**src/shared/dcr_defines.svh**
```systemverilog
// Bit positions, codes and reset values of the DAC control register layer
`ifndef DCR_DEFINES_SVH
`define DCR_DEFINES_SVH

`define DCR_WORD_W        24
`define DCR_RW_BIT        23
`define DCR_CHIP_HI       22
`define DCR_CHIP_LO       21
`define DCR_GRP_HI        20
`define DCR_GRP_LO        18
`define DCR_CHAN_HI       17
`define DCR_CHAN_LO       16
`define DCR_SEL_HI        15
`define DCR_SEL_LO        13
`define DCR_GRP_CONTROL   3'h7
`define DCR_SEL_SLEW      3'h0
`define DCR_SEL_GLOBAL    3'h1
`define DCR_SEL_CHANNEL   3'h2
`define DCR_SEL_BOOST     3'h3
`define DCR_SEL_SOFTWARE  3'h4
// Global configuration fields
`define DCR_G_POL         12
`define DCR_G_ECHO        11
`define DCR_G_WDEN        10
`define DCR_G_WD_HI       9
`define DCR_G_WD_LO       8
`define DCR_G_SHORT       6
`define DCR_G_ALLOUT      5
`define DCR_G_ALLBOOST    4
`define DCR_G_MASK        16'h1F70
`define DCR_G_RESET       16'h0000
// Channel configuration fields
`define DCR_C_POWER       8
`define DCR_C_CLEAR       7
`define DCR_C_OUT         6
`define DCR_C_RSNS        5
`define DCR_C_BOOST       4
`define DCR_C_SPAN        3
`define DCR_C_RNG_HI      2
`define DCR_C_RNG_LO      0
`define DCR_C_MASK        16'h01FF
`define DCR_C_RESET       16'h0000
// Watchdog periods in ms for codes 00..11
`define DCR_WD_MS_0       5
`define DCR_WD_MS_1       10
`define DCR_WD_MS_2       100
`define DCR_WD_MS_3       200
// Short limit in mA for select 0 and 1
`define DCR_SHORT_MA_0    15
`define DCR_SHORT_MA_1    8
`define DCR_SPAN_PCT      20

`endif

```
**src/shared/dcr_pkg.sv**
```systemverilog
// Types of the DAC control register layer
package dcr_pkg;
	typedef enum logic [2:0] {
		DCR_RNG_V5,
		DCR_RNG_V10,
		DCR_RNG_RSVD,
		DCR_RNG_VPM10,
		DCR_RNG_I4_20,
		DCR_RNG_I0_20,
		DCR_RNG_I0_24,
		DCR_RNG_RSVD7
	} dcr_range_e;
	typedef enum logic [1:0] {
		DCR_IDLE,
		DCR_SEND
	} dcr_state_e;
endpackage

```
**src/shared/dcr_if.sv**
```systemverilog
// Word link between host controller and DAC control register layer
`timescale 1ns/1ps
interface dcr_if;
	logic        word_valid;
	logic [23:0] word_data;
	logic        word_ready;
	modport host (output word_valid, output word_data, input word_ready);
	modport dev  (input word_valid, input word_data, output word_ready);
endinterface

```
**src/hw/dcr_device.sv**
```systemverilog
// DAC control register layer, device end
//
// Operation
// control writes: group bits 111, select D15-D13
// select decodes slew, global, channel, boost, software
// polarity bit resets 0, inverts polarity pin
// D11 enables status echo on writes
// D10 switches interface watchdog on
// D9-D8 pick 5, 10, 100, 200 ms
// D6 short limit: 0=15mA, 1=8mA
// D5 enables all four outputs together
// D4 powers all four boosts together
// channel D8 powers channel core, not output
// channel D7 lets clear input load channel
// channel D6 enables that channel output
// channel D5: 0 external, 1 internal resistor
// channel D4 powers channel boost converter
// channel D3 adds 20% voltage over-range
// range code D2-D0 selects output span
// channel address picks target of channel write
// top bit one means read, not write
// other bits reset zero, don't-cares ignored
`timescale 1ns/1ps
`include "dcr_defines.svh"
module dcr_device
	import dcr_pkg::*;
(
	input  wire logic        clk_i,
	input  wire logic        sys_rst_i,
	dcr_if.dev               link,
	input  wire logic        polarity_pin_i,
	input  wire logic        clear_i,
	output logic             output_polarity_choice_o,
	output logic             status_echo_enable_o,
	output logic             link_timeout_enable_o,
	output logic [1:0]       timeout_select_o,
	output logic [7:0]       timeout_ms_o,
	output logic             short_limit_select_o,
	output logic [4:0]       short_limit_ma_o,
	output logic [3:0]       channel_power_o,
	output logic [3:0]       clear_participation_o,
	output logic [3:0]       channel_output_on_o,
	output logic [3:0]       sense_resistor_select_o,
	output logic [3:0]       channel_boost_power_o,
	output logic [3:0]       extra_span_enable_o,
	output logic [11:0]      range_select_o,
	output logic [3:0]       voltage_pin_level_o,
	output logic [3:0]       clear_load_o,
	output logic             read_request_o,
	output logic [4:0]       read_select_o,
	output logic             aux_write_o,
	output logic [2:0]       aux_select_o,
	output logic [1:0]       aux_channel_o,
	output logic [15:0]      aux_data_o
);

	logic [15:0] global_configuration;
	logic [15:0] channel_configuration [4];
	logic        is_write;
	logic        is_ctrl;
	logic [2:0]  sel;
	logic [1:0]  chan;
	logic [15:0] payload;

	// Always ready: one word per cycle
	assign link.word_ready = 1'b1;

	////////////////////////////////////////////////////////////////////
	// Word decode
	assign is_write = link.word_valid && !link.word_data[`DCR_RW_BIT];
	assign is_ctrl  = link.word_data[`DCR_GRP_HI:`DCR_GRP_LO] == `DCR_GRP_CONTROL;
	assign sel      = link.word_data[`DCR_SEL_HI:`DCR_SEL_LO];
	assign chan     = link.word_data[`DCR_CHAN_HI:`DCR_CHAN_LO];
	assign payload  = link.word_data[15:0];

	////////////////////////////////////////////////////////////////////
	// Global configuration register
	always_ff @(posedge clk_i) begin
		if (sys_rst_i) begin
			global_configuration <= `DCR_G_RESET;
		end else if (is_write && is_ctrl && sel == `DCR_SEL_GLOBAL) begin
			global_configuration <= payload & `DCR_G_MASK;
		end
	end

	// Channel configuration registers
	always_ff @(posedge clk_i) begin
		if (sys_rst_i) begin
			for (int i = 0; i < 4; i++) begin
				channel_configuration[i] <= `DCR_C_RESET;
			end
		end else if (is_write && is_ctrl && sel == `DCR_SEL_CHANNEL) begin
			channel_configuration[chan] <= payload & `DCR_C_MASK;
		end
	end

	////////////////////////////////////////////////////////////////////
	// Pass slew, boost and software selects of control writes to neighbouring logic
	always_ff @(posedge clk_i) begin
		if (sys_rst_i) begin
			aux_write_o   <= 1'b0;
			aux_select_o  <= 3'h0;
			aux_channel_o <= 2'h0;
			aux_data_o    <= 16'h0000;
		end else begin
			aux_write_o   <= is_write && is_ctrl && (sel == `DCR_SEL_SLEW
				|| sel == `DCR_SEL_BOOST || sel == `DCR_SEL_SOFTWARE);
			aux_select_o  <= sel;
			aux_channel_o <= chan;
			aux_data_o    <= payload;
		end
	end

	// Read requests: register select in D20-D16
	always_ff @(posedge clk_i) begin
		if (sys_rst_i) begin
			read_request_o <= 1'b0;
			read_select_o  <= 5'h00;
		end else begin
			read_request_o <= link.word_valid && link.word_data[`DCR_RW_BIT];
			if (link.word_valid && link.word_data[`DCR_RW_BIT]) begin
				read_select_o <= link.word_data[20:16];
			end
		end
	end

	////////////////////////////////////////////////////////////////////
	// Global fields
	assign output_polarity_choice_o = global_configuration[`DCR_G_POL];
	assign status_echo_enable_o     = global_configuration[`DCR_G_ECHO];
	assign link_timeout_enable_o    = global_configuration[`DCR_G_WDEN];
	assign timeout_select_o         = global_configuration[`DCR_G_WD_HI:`DCR_G_WD_LO];
	assign short_limit_select_o     = global_configuration[`DCR_G_SHORT];
	assign short_limit_ma_o         = short_limit_select_o ? 5'(`DCR_SHORT_MA_1)
		: 5'(`DCR_SHORT_MA_0);

	// Watchdog period lookup
	always_comb begin
		case (timeout_select_o)
			2'h0:    timeout_ms_o = 8'(`DCR_WD_MS_0);
			2'h1:    timeout_ms_o = 8'(`DCR_WD_MS_1);
			2'h2:    timeout_ms_o = 8'(`DCR_WD_MS_2);
			default: timeout_ms_o = 8'(`DCR_WD_MS_3);
		endcase
	end

	////////////////////////////////////////////////////////////////////
	// Per-channel fields, merged with global enables
	always_comb begin
		for (int i = 0; i < 4; i++) begin
			channel_power_o[i]         = channel_configuration[i][`DCR_C_POWER];
			clear_participation_o[i]   = channel_configuration[i][`DCR_C_CLEAR];
			channel_output_on_o[i]     = channel_configuration[i][`DCR_C_OUT]
				| global_configuration[`DCR_G_ALLOUT];
			sense_resistor_select_o[i] = channel_configuration[i][`DCR_C_RSNS];
			channel_boost_power_o[i]   = channel_configuration[i][`DCR_C_BOOST]
				| global_configuration[`DCR_G_ALLBOOST];
			range_select_o[i*3 +: 3]   =
				channel_configuration[i][`DCR_C_RNG_HI:`DCR_C_RNG_LO];
			// Over-range only on voltage codes
			extra_span_enable_o[i]     = channel_configuration[i][`DCR_C_SPAN]
				& ~channel_configuration[i][`DCR_C_RNG_HI];
			clear_load_o[i]            = clear_i & clear_participation_o[i];
			voltage_pin_level_o[i]     = polarity_pin_i ^ output_polarity_choice_o;
		end
	end

endmodule

```
**src/flat_wrapper.sv**
```systemverilog
// flat-port wrapper written by rule: the top's interface ports become plain ports
module dcr_device_flat import dcr_pkg::*;
  (clk_i, sys_rst_i, polarity_pin_i, clear_i, output_polarity_choice_o, status_echo_enable_o, link_timeout_enable_o, timeout_select_o, timeout_ms_o, short_limit_select_o, short_limit_ma_o, channel_power_o, clear_participation_o, channel_output_on_o, sense_resistor_select_o, channel_boost_power_o, extra_span_enable_o, range_select_o, voltage_pin_level_o, clear_load_o, read_request_o, read_select_o, aux_write_o, aux_select_o, aux_channel_o, aux_data_o, link_word_valid, link_word_data, link_word_ready);
  dcr_if link_i ();
  input  wire logic clk_i;
  input  wire logic sys_rst_i;
  input  wire logic polarity_pin_i;
  input  wire logic clear_i;
  output logic output_polarity_choice_o;
  output logic status_echo_enable_o;
  output logic link_timeout_enable_o;
  output logic [1:0] timeout_select_o;
  output logic [7:0] timeout_ms_o;
  output logic short_limit_select_o;
  output logic [4:0] short_limit_ma_o;
  output logic [3:0] channel_power_o;
  output logic [3:0] clear_participation_o;
  output logic [3:0] channel_output_on_o;
  output logic [3:0] sense_resistor_select_o;
  output logic [3:0] channel_boost_power_o;
  output logic [3:0] extra_span_enable_o;
  output logic [11:0] range_select_o;
  output logic [3:0] voltage_pin_level_o;
  output logic [3:0] clear_load_o;
  output logic read_request_o;
  output logic [4:0] read_select_o;
  output logic aux_write_o;
  output logic [2:0] aux_select_o;
  output logic [1:0] aux_channel_o;
  output logic [15:0] aux_data_o;
  input wire logic [$bits(link_i.word_valid)-1:0] link_word_valid;
  input wire logic [$bits(link_i.word_data)-1:0] link_word_data;
  output wire logic [$bits(link_i.word_ready)-1:0] link_word_ready;
  assign link_i.word_valid = link_word_valid;
  assign link_i.word_data = link_word_data;
  assign link_word_ready = link_i.word_ready;
  dcr_device u_core (.clk_i(clk_i), .sys_rst_i(sys_rst_i), .link(link_i), .polarity_pin_i(polarity_pin_i), .clear_i(clear_i), .output_polarity_choice_o(output_polarity_choice_o), .status_echo_enable_o(status_echo_enable_o), .link_timeout_enable_o(link_timeout_enable_o), .timeout_select_o(timeout_select_o), .timeout_ms_o(timeout_ms_o), .short_limit_select_o(short_limit_select_o), .short_limit_ma_o(short_limit_ma_o), .channel_power_o(channel_power_o), .clear_participation_o(clear_participation_o), .channel_output_on_o(channel_output_on_o), .sense_resistor_select_o(sense_resistor_select_o), .channel_boost_power_o(channel_boost_power_o), .extra_span_enable_o(extra_span_enable_o), .range_select_o(range_select_o), .voltage_pin_level_o(voltage_pin_level_o), .clear_load_o(clear_load_o), .read_request_o(read_request_o), .read_select_o(read_select_o), .aux_write_o(aux_write_o), .aux_select_o(aux_select_o), .aux_channel_o(aux_channel_o), .aux_data_o(aux_data_o));
endmodule
```
**config.mk**
```make
export PLATFORM = sky130hd
export DESIGN_NAME = dcr_device_flat
export DESIGN_NICKNAME = d
export VERILOG_FILES = /design/src/shared/dcr_pkg.sv /design/src/shared/dcr_if.sv /design/src/hw/dcr_device.sv /design/src/flat_wrapper.sv
export VERILOG_INCLUDE_DIRS = /design/src /design/src/shared
export SDC_FILE = /design/constraint.sdc
export NUM_CORES = 1
export LEC_CHECK = 0
export ABC_AREA = 1
export BUFFER_PORTS_ARGS = -buffer_cell sky130_fd_sc_hd__buf_2
export CAP_MARGIN = 20
export CORE_MARGIN = 4
export CORE_UTILIZATION = 28
export DETAILED_ROUTE_END_ITERATION = 10
export PLACE_DENSITY = 0.56
export SETUP_SLACK_MARGIN = 0.3
export SLEW_MARGIN = 20
export SYNTH_ARGS = -nofsm -noshare
export SYNTH_HDL_FRONTEND = slang
export SYNTH_SLANG_ARGS = --single-unit
```
**constraint.sdc**
```tcl
create_clock -name clk_i -period 3.2 [get_ports clk_i]
set_input_delay 0.16 -clock clk_i [delete_from_list [all_inputs] [get_ports clk_i]]
set_output_delay 0.16 -clock clk_i [all_outputs]
set_load 0.05 [all_outputs]
```
Word-level counts from Yosys, hierarchy flattened --
Memories as Yosys holds them, arrays and structs flattened. Index checks and enable logic that the tools add are counted.
Word-level totals: flip-flop bits (word level) 36, bits in latches 0, RAM bits 36, memory bits (read-only) 0, input bits 29, output and inout bits 92, memories 1
Cells by class: add/subtract/negate cells 0, multiply operators 0, div/mod/pow operators 0, $lt $le $gt $ge 0, equal/unequal tests 7, shift operators 0, mux-type cells 10, bitwise logic cells 21, reductions and logical operators 12
Memories:
- u_core.channel_configuration | words 4, width 9, rd ports 4, clocked after Yosys merged registers in 0, write ports 4, line dcr_device.sv:58 | logic [15:0] channel_configuration [4];
Operator list (count):
- $pmux 8 s3 | 1
- $mux 9 | 1
- $reduce_or 9->1 | 1
- $and 1x1->1 | 8
- $or 1x1->1 | 8
- $eq 3x2->1 const B | 2
- $eq 3x3->1 const B | 2
- $logic_and 1x1->1 | 6
- $mux 1 | 6
- $not 1->1 | 4
- $eq 3x1->1 const B | 1
- $logic_not 3->1 | 1
- $mux 3 | 1
- $eq 2x1->1 const B | 1
- $eq 2x2->1 const B | 1
- $logic_not 2->1 | 1
- $logic_or 1x1->1 | 2
- $mux 2 | 1
- $logic_not 1->1 | 1
- $xor 1x1->1 | 1

Depth between registers and ports, before layout --
depth in word-level cells 9, depth in mapped cells 7

Worst setup path before layout --
No wires, ideal clock.
kind reg2out, start point register u_core.global_configuration[12], end point output port voltage_pin_level_o[1], data arrival time 1911 ps, data required time 3040 ps, slack 1129 ps, cell stages (with the launch flop) 3, path buffers 1, cell sequence dfxtp_1 > xor2_1 > buf_4
On the way: longest elaborated chain between the ends 1
RTL lines:
- start, declared | line dcr_device.sv:57 | logic [15:0] global_configuration;
- start signal, assigned | line dcr_device.sv:80 | global_configuration <= `DCR_G_RESET;
- start signal, assigned | line dcr_device.sv:82 | global_configuration <= payload & `DCR_G_MASK;
- $xor 1x1->1
- end, declared | line flat_wrapper.sv:23 | output logic [3:0] voltage_pin_level_o;
No other way between the ends.

==> results.md <==
* Max-slew headroom at 42.1%
* First-pass DRT Iterations at 4
* Synth unique cells at 28
* Vias in the first global route at 1990
* Final min period at roughly 1800 ps
* Initial antenna violation count at 0
* Setup bufs post-CTS at 0
* Final WL at 6.60 mm
* DP Area at ~0.0033 sq mm
* Syn_area_per_cell at 10.0 sq um
* Sequential area share after synthesis at 59.4%
* RSZ-0062 raised after global routing: false
* Die Wd at around 110 microns
* Most frequent cells in the layout: 114 x buf_2, 55 x nor2_1, 36 x edfxtp_1
* Footprint of the multi-input gates at 722 sq um
* EDFF count, synth at 36
* Final Hold Fails at 0
* Count of pins over their slew limit at 0
* CP max FO at 20
* Final worst-path cycle share at 56.9%
* # nets final at 403
* PwrDens at 552 mW/mm^2
* Sw Share at 32.3%
* TritonCTS clock tree: yes
* Final Instance Area at 0.00352 sq mm
* Peak supply drop at between 0.2 and 0.25 mV
* Endpoint class of the critical path: flop
* Top_reg_cell synth: edfxtp_1
* Post-synthesis instance area at 0.00293 sq mm
* Resized cells post-CTS at 0
* Clock sink count at between 60 and 70
* # port buffers at 114
* Seq pwr share at 50.5%
* Synth Warn # at 0
* Placer Congestion at 0.725
* Comb pwr share at approximately 17%
* First-pass GRT wire length at just over 10 mm
* Setup TNS Final at 0 ps
* CTS buffer count at 9
* Core ar. at between 0.01 and 0.015 sq mm
* Syn Inst Count at 293
* Seq cells post-synth at 69
* Switch Pwr at 627 uW
* Vias post-DR at 2081
* Cell Int Power at approximately 1.3 mW
* Initial Utilization at 28.5%
* Cell Chain, Critical Path: buf_2 > inv_1 > nand2_2 > nor2_8 > nand2_2 > o21ai_1
* Status: finished, final reports clean
* IO Count at 121
* Least-Margin Pin Slew at 862 ps
* Clock Tree Buf Depth at 2
* Fmax at 549 MHz
* Total gr overflow at 0
* # rows at 37
* HP Class: in -> reg
* Startpoint types: input pin
* Layout cells sized above 1 at between 40% and 50%
* Initial DRC Count at 73
* Max Cap Viol at 0
* Clk slew on worst S/H paths at around 80 ps
* Asr flop ratio synth at 0%
* Most common cell after layout, fill and taps aside: buf_2
* Clk_skew at 0 ps
* Post-DP HPWL at 4.80 mm
* Critical Path RT at between 3000 and 4000 ps
* CP Data Arrival Time at 1790 ps
* Slowest stage delay, CP at 780 ps
* WS Path Type: in -> reg
* DRT antenna net count at 0
* Leakage power at 1.70 nW
* Htree depth at 3
* Setup WS post-layout at ~1400 ps
* Area Growth Syn to Fin at 19.9%
* Per-cell routed wire length at 12.8 microns
* Remaining DRCs at 0
* Pin count of the biggest net entering global routing at 27
* CTS root buf: clkbuf_8
* Die ar. at 0.0122 sq mm
* Post-Route Utilization at 34.2%
* Clock power share at 32.5%
* Gr usage total at about 11%
* Most Frequent Cell on Critical Path: nand2_2
* Clock Latency Late Sink at 340 ps
* Die height at 110 microns
* Worst path slowest cell: o21ai_1
* Dpl ws at 932 ps
* Cts hold-fix bufs at 0
* Fillers at 1089
* Post-DR vias/cell at just over 4
* # setup viols final at 0
* Storage cell area at between 0.0015 and 0.002 sq mm
[final timing paths]
kind | cells past startpoint | from | endpoint | slack [ps]
min | 3 | link_word_data[10] | u_core.aux_data_o[10]$_SDFF_PP0_ | 30
max reg2reg | 2 | u_core.global_configuration[8]$_SDFFE_PP0P_ | u_core.global_configuration[8]$_SDFFE_PP0P_ | 2510
min reg2reg | 2 | u_core.read_select_o[4]$_SDFFE_PP0P_ | u_core.read_select_o[4]$_SDFFE_PP0P_ | 470
max | 6 | link_word_data[23] | u_core.channel_configuration[2][1]$_SDFFCE_PN0P_ | 1380
[registers in the layout, summed over array words and instances (netlist names)]
register / count
u_core.channel_configuration: 36
u_core.aux_data_o: 16
u_core.global_configuration: 8
u_core.read_select_o: 5
u_core.aux_channel_o: 2
u_core.aux_write_o: 1
u_core.read_request_o: 1
[stage by stage]
stage	power, mW	hold WS [ps]	std cells
floorplan	1.28	263	295
global placement	1.33	378	499
detailed placement	1.34	387	499
CTS	1.98	11.0	515
global route	2.04	37.8	515
finish	1.94	33.6	516
[kinds of logic after synthesis]
kind of cell	after synthesis	share of synthesized area (%)
simple gates	123	20.9
buf+inv	81	16.3
flops	69	59.4
compound gates	17	2.90
other cells	2	0.256
xor+xnor	1	0.299
[synth_stat cells, drive strengths merged (3+ instances only)]
| master | instances | area, sq um |
|---|---|---|
| o21ai | 7 | 35.0 |
| buf | 44 | 339 |
| nand3b | 4 | 30.0 |
| nand3 | 9 | 67.6 |
| nor2 | 58 | 244 |
| a21oi | 10 | 50.1 |
| dfxtp | 33 | 661 |
| inv | 34 | 128 |
| edfxtp | 36 | 1080 |
| nand2 | 32 | 128 |
| clkbuf | 3 | 11.3 |
| or2 | 8 | 50.1 |
| nor3 | 11 | 87.6 |
[critical path, delay by kind of cell]
kind | cells | cell delay, ps
buffers and inverters | 2 | 160
AND/OR/NAND/NOR | 3 | 680
AO/OA/AOI/OAI | 1 | 780
[power groups by stage]
stage / clock network, mW / registers, mW / logic (mW)
2_1_floorplan: 0 / 1.06 / 0.221
3_3_place_gp: 0 / 1.00 / 0.332
3_5_place_dp: 0 / 1.00 / 0.334
4_1_cts: 0.660 / 0.981 / 0.334
5_1_grt: 0.702 / 0.985 / 0.352
6_report: 0.631 / 0.981 / 0.329
[layout make-up]
| type | count | share of cell area [%] |
|---|---|---|
| sequential | 69 | 49.5 |
| multi-input combinational | 145 | 20.5 |
| timing repair buffer | 115 | 16.4 |
| tap | 136 | 4.84 |
| inverter | 34 | 3.63 |
| clock buffer | 9 | 3.52 |
| clock inverter | 7 | 1.46 |
| antenna | 1 | 0.0711 |
[metal layers]
layer	vias to the layer above	global-route usage, %	share of wire (%)
met1	940	13.6	43
met5	-	0	0
met4	0	2.64	0.55
met2	94	18.3	46
li1	1044	-	-
met3	3	5.07	10
Power figures use the tool's default switching activity.
